File: config.mk
export PLATFORM = sky130hd
export DESIGN_NAME = adcctl_top
export DESIGN_NICKNAME = d
export VERILOG_FILES = /design/src/hdl/adcctl_pkg.sv /design/src/hdl/adcctl_code_fmt.sv /design/src/hdl/adcctl_top.sv
export SDC_FILE = /design/constraint.sdc
export NUM_CORES = 1
export LEC_CHECK = 0
export BUFFER_PORTS_ARGS = -buffer_cell sky130_fd_sc_hd__clkbuf_2
export CORE_UTILIZATION = 50
export DETAILED_ROUTE_END_ITERATION = 7
export PLACE_DENSITY_LB_ADDON = 0.25
export SLEW_MARGIN = 15
export SYNTH_ARGS = -nofsm -noshare
export SYNTH_HDL_FRONTEND = slang
export SYNTH_SLANG_ARGS = --single-unit
export TNS_END_PERCENT = 1
File: constraint.sdc
create_clock -name i_core_clk -period 7.5 [get_ports i_core_clk]
set_clock_uncertainty 0.2 [all_clocks]
set_input_delay 1.125 -clock i_core_clk [delete_from_list [all_inputs] [get_ports i_core_clk]]
set_output_delay 1.125 -clock i_core_clk [all_outputs]
set_load 0.02 [all_outputs]
File: src/hdl/adcctl_pkg.sv
package adcctl_pkg;
   // register byte addresses
   localparam logic [7:0] ADDR_CSR = 8'h00;
   localparam logic [7:0] ADDR_DATA = 8'h04;
   localparam logic [7:0] ADDR_DAC_A = 8'h08;
   localparam logic [7:0] ADDR_DAC_B = 8'h0C;
   localparam logic [7:0] ADDR_VECTOR = 8'h10;
   localparam logic [7:0] ADDR_IRQ_STATUS = 8'h14;
   localparam logic [7:0] ADDR_IRQ_CLEAR = 8'h18;
   localparam logic [7:0] ADDR_IRQ_ENABLE = 8'h1C;
   // control/status word fields
   localparam int CSR_START = 0;
   localparam int CSR_GAIN_LO = 2;
   localparam int CSR_TRIG_EN = 4;
   localparam int CSR_RTC_EN = 5;
   localparam int CSR_DONE_IE = 6;
   localparam int CSR_DONE = 7;
   localparam int CSR_MUX_LO = 8;
   localparam int CSR_ERR_IE = 14;
   localparam int CSR_ERR = 15;
   // vector layout
   localparam int VEC_LO = 3;
   localparam logic [8:0] VEC_ERR_OFFSET = 9'h004;
   // interrupt status bit positions
   localparam int IRQ_DONE = 0;
   localparam int IRQ_ERR = 1;
   // reset values
   localparam logic [15:0] CSR_RST = 16'h0000;
   localparam logic [11:0] DAC_RST = 12'h000;
   // timing
   localparam int CLK_MHZ = 100;
   localparam int SETTLE_NS = 2000;
   localparam int CONV_NS = 10000;
   localparam int SETTLE_CYC = (SETTLE_NS * CLK_MHZ + 999) / 1000;
   localparam int CONV_CYC = (CONV_NS * CLK_MHZ + 999) / 1000;
   // notations and sequencer states
   typedef enum logic [1:0] {
      ADCCTL_BIN = 2'b00,
      ADCCTL_OFFS = 2'b01,
      ADCCTL_TWOS = 2'b10
   } adcctl_notation_t;
   typedef enum logic [1:0] {
      ADCCTL_IDLE = 2'b00,
      ADCCTL_SETTLE = 2'b01,
      ADCCTL_CONV = 2'b11
   } adcctl_state_t;
endpackage

File: src/hdl/adcctl_code_fmt.sv
`timescale 1ns/10ps
module adcctl_code_fmt (
   // raw offset-binary sample and notation
   input wire logic [11:0] i_raw,
   input wire adcctl_pkg::adcctl_notation_t i_notation,
   // formatted result
   output logic [15:0] o_code
);
   import adcctl_pkg::*;
   always_comb begin
      case (i_notation)
         ADCCTL_TWOS: o_code = {{4{~i_raw[11]}}, ~i_raw[11], i_raw[10:0]};
         ADCCTL_BIN: o_code = {4'h0, i_raw};
         default: o_code = {4'h0, i_raw};
      endcase
   end
endmodule

File: src/hdl/adcctl_top.sv
// What this block does
// - interrupt on done or error if enabled
// - done interrupt uses base vector
// - error vector is base plus four
// - base vector only bits 3 to 8
// - six jumpers set vector bits, in=one
// - gain 1/2/4/8 divides input range
// - 16 single-ended or 8 differential channels
// - straight binary: 7777 full, 0 at zero
// - twos complement sign-extended, offset default
// - start by program, clock, or trigger
// - trigger from backplane or connector, jumpered
// - clock and trigger start only when enabled
// - each DAC configured separately, legal pairs
// - trigger enable bit 4, clock bit 5
// - done bit 7, cleared by data read
// - error bit 15 on illegal start
//
// The address map and the APB slave port were decided locally.
`timescale 1ns/10ps
module adcctl_top #(
   parameter int SETTLE_CYCLES = adcctl_pkg::SETTLE_CYC,
   parameter int CONV_CYCLES = adcctl_pkg::CONV_CYC
) (
   // clock, reset, enable
   input wire logic i_core_clk,
   input wire logic i_rst_b,
   input wire logic i_clk_en,
   // apb slave
   input wire logic i_psel,
   input wire logic i_penable,
   input wire logic i_pwrite,
   input wire logic [7:0] i_paddr,
   input wire logic [31:0] i_pwdata,
   output logic [31:0] o_prdata,
   output logic o_pready,
   output logic o_pslverr,
   // bus initialize
   input wire logic i_bus_init,
   // jumpers
   input wire logic [5:0] i_vector_jumper,
   input wire logic i_trigger_source_jumper_a,
   input wire logic i_trigger_source_jumper_b,
   input wire logic i_differential_jumper,
   input wire logic i_unipolar_jumper,
   input wire adcctl_pkg::adcctl_notation_t i_adc_notation,
   input wire logic i_dac_a_unipolar,
   input wire logic i_dac_b_unipolar,
   input wire adcctl_pkg::adcctl_notation_t i_dac_a_notation,
   input wire adcctl_pkg::adcctl_notation_t i_dac_b_notation,
   // start sources
   input wire logic i_rtc_pulse,
   input wire logic i_backplane_event_line,
   input wire logic i_connector_trigger_input,
   // converter
   input wire logic [11:0] i_adc_sample,
   output logic [3:0] o_mux_channel,
   output logic [1:0] o_gain_sel,
   output logic o_mux_differential,
   output logic o_sample_strobe,
   output logic [11:0] o_dac_a,
   output logic [11:0] o_dac_b,
   output logic o_dac_a_ok,
   output logic o_dac_b_ok,
   // interrupt
   output logic o_irq,
   output logic [8:0] o_vector
);
   import adcctl_pkg::*;

   logic [1:0] gain_ff;
   logic [3:0] mux_ff;
   logic trig_en_ff, rtc_en_ff, done_ie_ff, err_ie_ff;
   logic done_ff, err_ff;
   logic [15:0] data_ff;
   logic [11:0] dac_a_ff, dac_b_ff;
   logic [1:0] irq_stat_ff, irq_en_ff;
   logic [31:0] rdata_ff;
   logic ready_ff, slverr_ff, irq_ff, strobe_ff;
   logic [8:0] vec_ff;
   adcctl_state_t state_ff, nxt_state;
   logic [15:0] cnt_ff;
   logic [15:0] fmt_code;
   logic [15:0] csr_rd;
   logic [8:0] base_vec;

   // apb access phase
   wire acc = i_psel & i_penable & ~ready_ff;
   wire wr = acc & i_pwrite;
   wire rd = acc & ~i_pwrite;
   wire wr_csr = wr & (i_paddr == ADDR_CSR);
   wire rd_data = rd & (i_paddr == ADDR_DATA);
   wire mapped = (i_paddr == ADDR_CSR) | (i_paddr == ADDR_DATA) |
      (i_paddr == ADDR_DAC_A) | (i_paddr == ADDR_DAC_B) |
      (i_paddr == ADDR_VECTOR) | (i_paddr == ADDR_IRQ_STATUS) |
      (i_paddr == ADDR_IRQ_CLEAR) | (i_paddr == ADDR_IRQ_ENABLE);

   // start requests
   wire ext_sel = i_trigger_source_jumper_a ? i_backplane_event_line
      : (i_trigger_source_jumper_b & i_connector_trigger_input);
   wire prog_start = wr_csr & i_pwdata[CSR_START];
   wire ext_start = trig_en_ff & ext_sel;
   wire rtc_start = rtc_en_ff & i_rtc_pulse;
   wire any_start = prog_start | ext_start | rtc_start;
   wire busy = (state_ff != ADCCTL_IDLE);
   wire bad_start = any_start & (busy | done_ff);
   wire go = any_start & ~bad_start;
   wire conv_end = (state_ff == ADCCTL_CONV) && (cnt_ff == 16'h0000);

   // conversion sequencer
   always_comb begin
      nxt_state = state_ff;
      case (state_ff)
         ADCCTL_IDLE: if (go) nxt_state = ADCCTL_SETTLE;
         ADCCTL_SETTLE: if (cnt_ff == 16'h0000) nxt_state = ADCCTL_CONV;
         ADCCTL_CONV: if (cnt_ff == 16'h0000) nxt_state = ADCCTL_IDLE;
         default: nxt_state = ADCCTL_IDLE;
      endcase
   end

   always_ff @(posedge i_core_clk or negedge i_rst_b) begin
      if (!i_rst_b) begin
         state_ff <= ADCCTL_IDLE;
         cnt_ff <= 16'h0000;
      end else if (i_clk_en) begin
         if (i_bus_init) begin
            state_ff <= ADCCTL_IDLE;
            cnt_ff <= 16'h0000;
         end else begin
            state_ff <= nxt_state;
            if (state_ff == ADCCTL_IDLE && go) begin
               cnt_ff <= 16'(SETTLE_CYCLES - 1);
            end else if (state_ff == ADCCTL_SETTLE && cnt_ff == 16'h0000) begin
               cnt_ff <= 16'(CONV_CYCLES - 1);
            end else if (cnt_ff != 16'h0000) begin
               cnt_ff <= cnt_ff - 16'h0001;
            end
         end
      end
   end

   adcctl_code_fmt u_fmt (
      .i_raw(i_adc_sample),
      .i_notation(i_adc_notation),
      .o_code(fmt_code)
   );

   // control word fields
   always_ff @(posedge i_core_clk or negedge i_rst_b) begin
      if (!i_rst_b) begin
         gain_ff <= CSR_RST[CSR_GAIN_LO +: 2];
         mux_ff <= CSR_RST[CSR_MUX_LO +: 4];
         trig_en_ff <= CSR_RST[CSR_TRIG_EN];
         rtc_en_ff <= CSR_RST[CSR_RTC_EN];
         done_ie_ff <= CSR_RST[CSR_DONE_IE];
         err_ie_ff <= CSR_RST[CSR_ERR_IE];
      end else if (i_clk_en) begin
         if (i_bus_init) begin
            done_ie_ff <= 1'b0;
            err_ie_ff <= 1'b0;
            trig_en_ff <= 1'b0;
            rtc_en_ff <= 1'b0;
         end else if (wr_csr) begin
            gain_ff <= i_pwdata[CSR_GAIN_LO +: 2];
            mux_ff <= i_pwdata[CSR_MUX_LO +: 4];
            trig_en_ff <= i_pwdata[CSR_TRIG_EN];
            rtc_en_ff <= i_pwdata[CSR_RTC_EN];
            done_ie_ff <= i_pwdata[CSR_DONE_IE];
            err_ie_ff <= i_pwdata[CSR_ERR_IE];
         end
      end
   end

   // done and error flags, set wins over clear
   always_ff @(posedge i_core_clk or negedge i_rst_b) begin
      if (!i_rst_b) begin
         done_ff <= 1'b0;
         err_ff <= 1'b0;
         data_ff <= 16'h0000;
      end else if (i_clk_en) begin
         if (conv_end) begin
            done_ff <= 1'b1;
            data_ff <= fmt_code;
         end else if (rd_data | i_bus_init) begin
            done_ff <= 1'b0;
         end
         if (bad_start) begin
            err_ff <= 1'b1;
         end else if (wr_csr | i_bus_init) begin
            err_ff <= 1'b0;
         end
      end
   end

   // dacs
   always_ff @(posedge i_core_clk or negedge i_rst_b) begin
      if (!i_rst_b) begin
         dac_a_ff <= DAC_RST;
         dac_b_ff <= DAC_RST;
      end else if (i_clk_en) begin
         if (wr && i_paddr == ADDR_DAC_A) dac_a_ff <= i_pwdata[11:0];
         if (wr && i_paddr == ADDR_DAC_B) dac_b_ff <= i_pwdata[11:0];
      end
   end

   // sticky interrupt status, enable and clear
   always_ff @(posedge i_core_clk or negedge i_rst_b) begin
      if (!i_rst_b) begin
         irq_stat_ff <= 2'b00;
         irq_en_ff <= 2'b00;
      end else if (i_clk_en) begin
         if (wr && i_paddr == ADDR_IRQ_ENABLE) irq_en_ff <= i_pwdata[1:0];
         irq_stat_ff[IRQ_DONE] <= conv_end | (irq_stat_ff[IRQ_DONE] &
            ~(wr && i_paddr == ADDR_IRQ_CLEAR && i_pwdata[IRQ_DONE]));
         irq_stat_ff[IRQ_ERR] <= bad_start | (irq_stat_ff[IRQ_ERR] &
            ~(wr && i_paddr == ADDR_IRQ_CLEAR && i_pwdata[IRQ_ERR]));
      end
   end

   // vector and interrupt line
   assign base_vec = {i_vector_jumper, 3'b000};
   wire done_req = done_ff & done_ie_ff;
   wire err_req = err_ff & err_ie_ff;
   always_ff @(posedge i_core_clk or negedge i_rst_b) begin
      if (!i_rst_b) begin
         irq_ff <= 1'b0;
         vec_ff <= 9'h000;
      end else if (i_clk_en) begin
         irq_ff <= done_req | err_req | |(irq_stat_ff & irq_en_ff);
         if (err_req) begin
            vec_ff <= base_vec + VEC_ERR_OFFSET;
         end else begin
            vec_ff <= base_vec;
         end
      end
   end

   // read mux
   assign csr_rd = {err_ff, err_ie_ff, 2'b00, mux_ff, done_ff, done_ie_ff,
      rtc_en_ff, trig_en_ff, gain_ff, 2'b00};
   always_ff @(posedge i_core_clk or negedge i_rst_b) begin
      if (!i_rst_b) begin
         rdata_ff <= 32'h0000_0000;
         ready_ff <= 1'b0;
         slverr_ff <= 1'b0;
      end else if (i_clk_en) begin
         ready_ff <= acc;
         slverr_ff <= acc & ~mapped;
         if (rd) begin
            case (i_paddr)
               ADDR_CSR: rdata_ff <= {16'h0000, csr_rd};
               ADDR_DATA: rdata_ff <= {16'h0000, data_ff};
               ADDR_VECTOR: rdata_ff <= {23'h00_0000, base_vec};
               ADDR_IRQ_STATUS: rdata_ff <= {30'h0000_0000, irq_stat_ff};
               ADDR_IRQ_ENABLE: rdata_ff <= {30'h0000_0000, irq_en_ff};
               default: rdata_ff <= 32'h0000_0000;
            endcase
         end
      end
   end

   // analog side outputs
   always_ff @(posedge i_core_clk or negedge i_rst_b) begin
      if (!i_rst_b) begin
         o_mux_channel <= 4'h0;
         o_gain_sel <= 2'b00;
         o_mux_differential <= 1'b0;
         o_dac_a_ok <= 1'b0;
         o_dac_b_ok <= 1'b0;
         strobe_ff <= 1'b0;
      end else if (i_clk_en) begin
         o_mux_channel <= i_differential_jumper ? {1'b0, mux_ff[2:0]} : mux_ff;
         o_gain_sel <= gain_ff;
         o_mux_differential <= i_differential_jumper;
         o_dac_a_ok <= i_dac_a_unipolar ? (i_dac_a_notation == ADCCTL_BIN)
            : (i_dac_a_notation == ADCCTL_OFFS ||
            i_dac_a_notation == ADCCTL_TWOS);
         o_dac_b_ok <= i_dac_b_unipolar ? (i_dac_b_notation == ADCCTL_BIN)
            : (i_dac_b_notation == ADCCTL_OFFS ||
            i_dac_b_notation == ADCCTL_TWOS);
         strobe_ff <= conv_end;
      end
   end

   assign o_prdata = rdata_ff;
   assign o_pready = ready_ff;
   assign o_pslverr = slverr_ff;
   assign o_irq = irq_ff;
   assign o_vector = vec_ff;
   assign o_sample_strobe = strobe_ff;
   assign o_dac_a = dac_a_ff;
   assign o_dac_b = dac_b_ff;
endmodule

==> metrics.yaml <==
floorplanning:
  die-height_um: 103
  core.rowCount: 36
  die_w_um: 103
  ios: 158
  die_area_sq_mm: 0.0106
  start_util_pct: 51.8
  coreArea_sq_mm: 0.00982
critical_path:
  critPathMaxFanout: 16
  timing_worst_setup_path_type: "input port to flip-flop"
  r2r_slack_ps: 4510
  crit_required_ps: 7540
  worstSetupStartpointType: "input port"
  critPathArrivalTime_ps: 3770
  critPathCaptureType: "flip-flop"
cts:
  cts.clk_slew.worst_paths_ps: 100
  htreeDepth: 3
  cts-root-buf: "clkbuf_8"
  clockBufferDepth: 2
  cts_tree: "done"
  cts_resized: 0
  insertion_delay_ps: 390
  cts.sinks: 106
  cts_setup_buffers: 0
  cts_hold_repair.buffers: 0
  cts_buffers: 9
synth:
  synth_seq_area_share_pct: 52.2
  synth-seq-cells: 106
  ys_async_sr_fraction_pct: 100
  netlist.area_leader.share_pct: 52.2
  synth_area_leader_cell: "dfrtp_1"
  synth_cells: 457
  synthFlopType: "dfrtp_1"
  synth_edf_count: 0
  synth_area_sq_mm: 0.00508
  synth.most_common_cell: "dfrtp_1"
  synthDistinctLibCells: 59
  ys.warnings.count: 0
  yosys-top-cells-area: "dfrtp_1 52%, mux2_2 12%, buf_4 3.0%"
  avgSynthCellArea_sq_um: 11.1
  synth_commonest_cells: "106 x dfrtp_1, 56 x mux2_2, 32 x nand2_1"
power_and_ir_drop:
  irDropWorstVdd_v: 0.000145
  power_density_mw_per_mm2: 246
  p_leak_uw: 0.00296
detailed_routing:
  routedWlPerCell_um: 17.0
  vias: 4036
  wl_mm: 12.0
  routed_via_density: 5.72
  ant_nets: 0
  drcViolationCount: 0
  firstDrtPassIters: 8
  drtIter0Drc: 171
placed_design:
  port_buffers: 119
  dpl_cell_area_sq_mm: 0.00572
  pre_cts_ws_ps: 3370
  hpwlAfterDp_mm: 8.65
  globalplace.congestion: 0.826
sta:
  hold_violations: 0
  setup_slack_ps: 3770
  fin_crit_ps: 3730
  setup_viol: 0
  fmax_mhz: 268
  timing.final.crit_share_pct: 49.7
  slew_viol_final: 0
  grt_setup_unrepaired: "false"
  fin_setup_tns_ps: 0
  worst_slew_pin_slew_ps: 1140
  slew_headroom_pct: 23.4
global_routing:
  antenna_found_initial: 0
  grt_pass1_wl_mm: 18.3
  grt_max_degree: 80
  grt-ovfl-total: 0
  grt_pass1_vias: 3721
  grt_usage_pct: 23.2
hold_path:
  hold_class: "flip-flop to flip-flop"
finish:
  fin_nets: 653
  final_area_sq_mm: 0.00593
  n_antenna_cell: 0
  final_util_pct: 60.4
  area_delta_synth_final_pct: 16.6
  fill_cells: 842
  drive_gt1_share_pct: 37.2
run_status:
  status: "finished, final reports clean"
job:
  cap_viol_max_count: 0
-- worst max-delay path, stage by stage --
cell,delay [ps]
clkbuf_2,110
or4_1,650
or4_4,590
a22o_1,410
a21boi_2,670
o221ai_2,190
-- state kept, by name, indices dropped and copies added (netlist names), 2 cells and up --
register	cells
cnt_ff	16
o_prdata	15
data_ff	13
o_dac_a	12
o_dac_b	12
o_vector	7
mux_ff	4
o_mux_channel	4
gain_ff	2
irq_en_ff	2
irq_stat_ff	2
o_gain_sel	2
state_ff	2
-- power breakdown --
group	internal, uW	switching [uW]
logic	153	223
registers	643	70.9
clock network	161	208
-- layer usage --
| metal | vias to the layer above | routed length (um) | share of wire (%) | global-route usage [%] |
|---|---|---|---|---|
| li1 | 1863 | - | - | - |
| met1 | 1989 | 5070 | 42 | 31.4 |
| met2 | 169 | 5910 | 49 | 37.1 |
| met3 | 15 | 849 | 7.1 | 5.49 |
| met4 | 0 | 161 | 1.3 | 7.58 |
| met5 | - | 0 | 0 | 0 |
-- final cells by class --
class,instances,area (sq um),share of cell area (%)
clock inverter,7,83.8,1.41
clock buffer,9,124,2.09
sequential,106,2650,44.8
tap,133,166,2.81
timing repair buffer,124,636,10.7
multi-input combinational,302,2170,36.6
inverter,25,93.8,1.58
-- cell families (layout without fill, tap and decap cells) --
family	Yosys count	in the layout	share of synthesized area, %
AOI/OAI and AO/OA	88	88	13.3
adders and majority gates	5	5	1.23
buffers and inverters	66	165	6.60
DFF	106	106	52.2
muxes	59	59	13.0
other	1	18	0.0738
and+or+nand+nor	132	132	13.6
-- path summary, 6_finish.rpt --
kind                        startpoint           to  depth (start not counted)
setup / recovery            i_paddr[4]   cnt_ff[10]                          6
hold / removal             o_prdata[7]  o_prdata[7]                          2
setup reg to reg             cnt_ff[0]   data_ff[5]                          6
hold reg to reg            o_prdata[7]  o_prdata[7]                          2
max in group asynchronous      i_rst_b  data_ff[11]                          2
min in group asynchronous      i_rst_b    cnt_ff[1]                          1
-- through the flow --
| step | hold slack [ps] | power (uW) | cells |
|---|---|---|---|
| after floorplan | 251 | 985 | 474 |
| after global placement | 268 | 1080 | 690 |
| after detailed placement | 278 | 1090 | 690 |
| after CTS | 301 | 1470 | 706 |
| after global routing | 326 | 1540 | 706 |
| final | 296 | 1460 | 706 |
-- cell usage in the layout, fill, tap and decap left out, types with 4 or more instances in the layout --
master	netlist	layout
inv_1	25	25
nand2_1	32	32
buf_4	20	6
a32o_1	5	5
dfrtp_1	106	106
a222oi_1	6	6
nor2_1	31	31
clkbuf_2	0	118
clkbuf_8	0	9
nand4_1	8	8
nor4_1	7	7
o21ai_0	15	15
a21oi_1	10	10
a31oi_1	4	4
nor3_1	11	10
conb_1	1	18
mux2_2	56	56
ha_1	5	5
nand3_1	11	11
o211ai_1	4	4
o21ai_1	7	7
a22o_1	7	7
a221oi_1	6	6
Note: power is estimated with default switching activity, not from simulation.
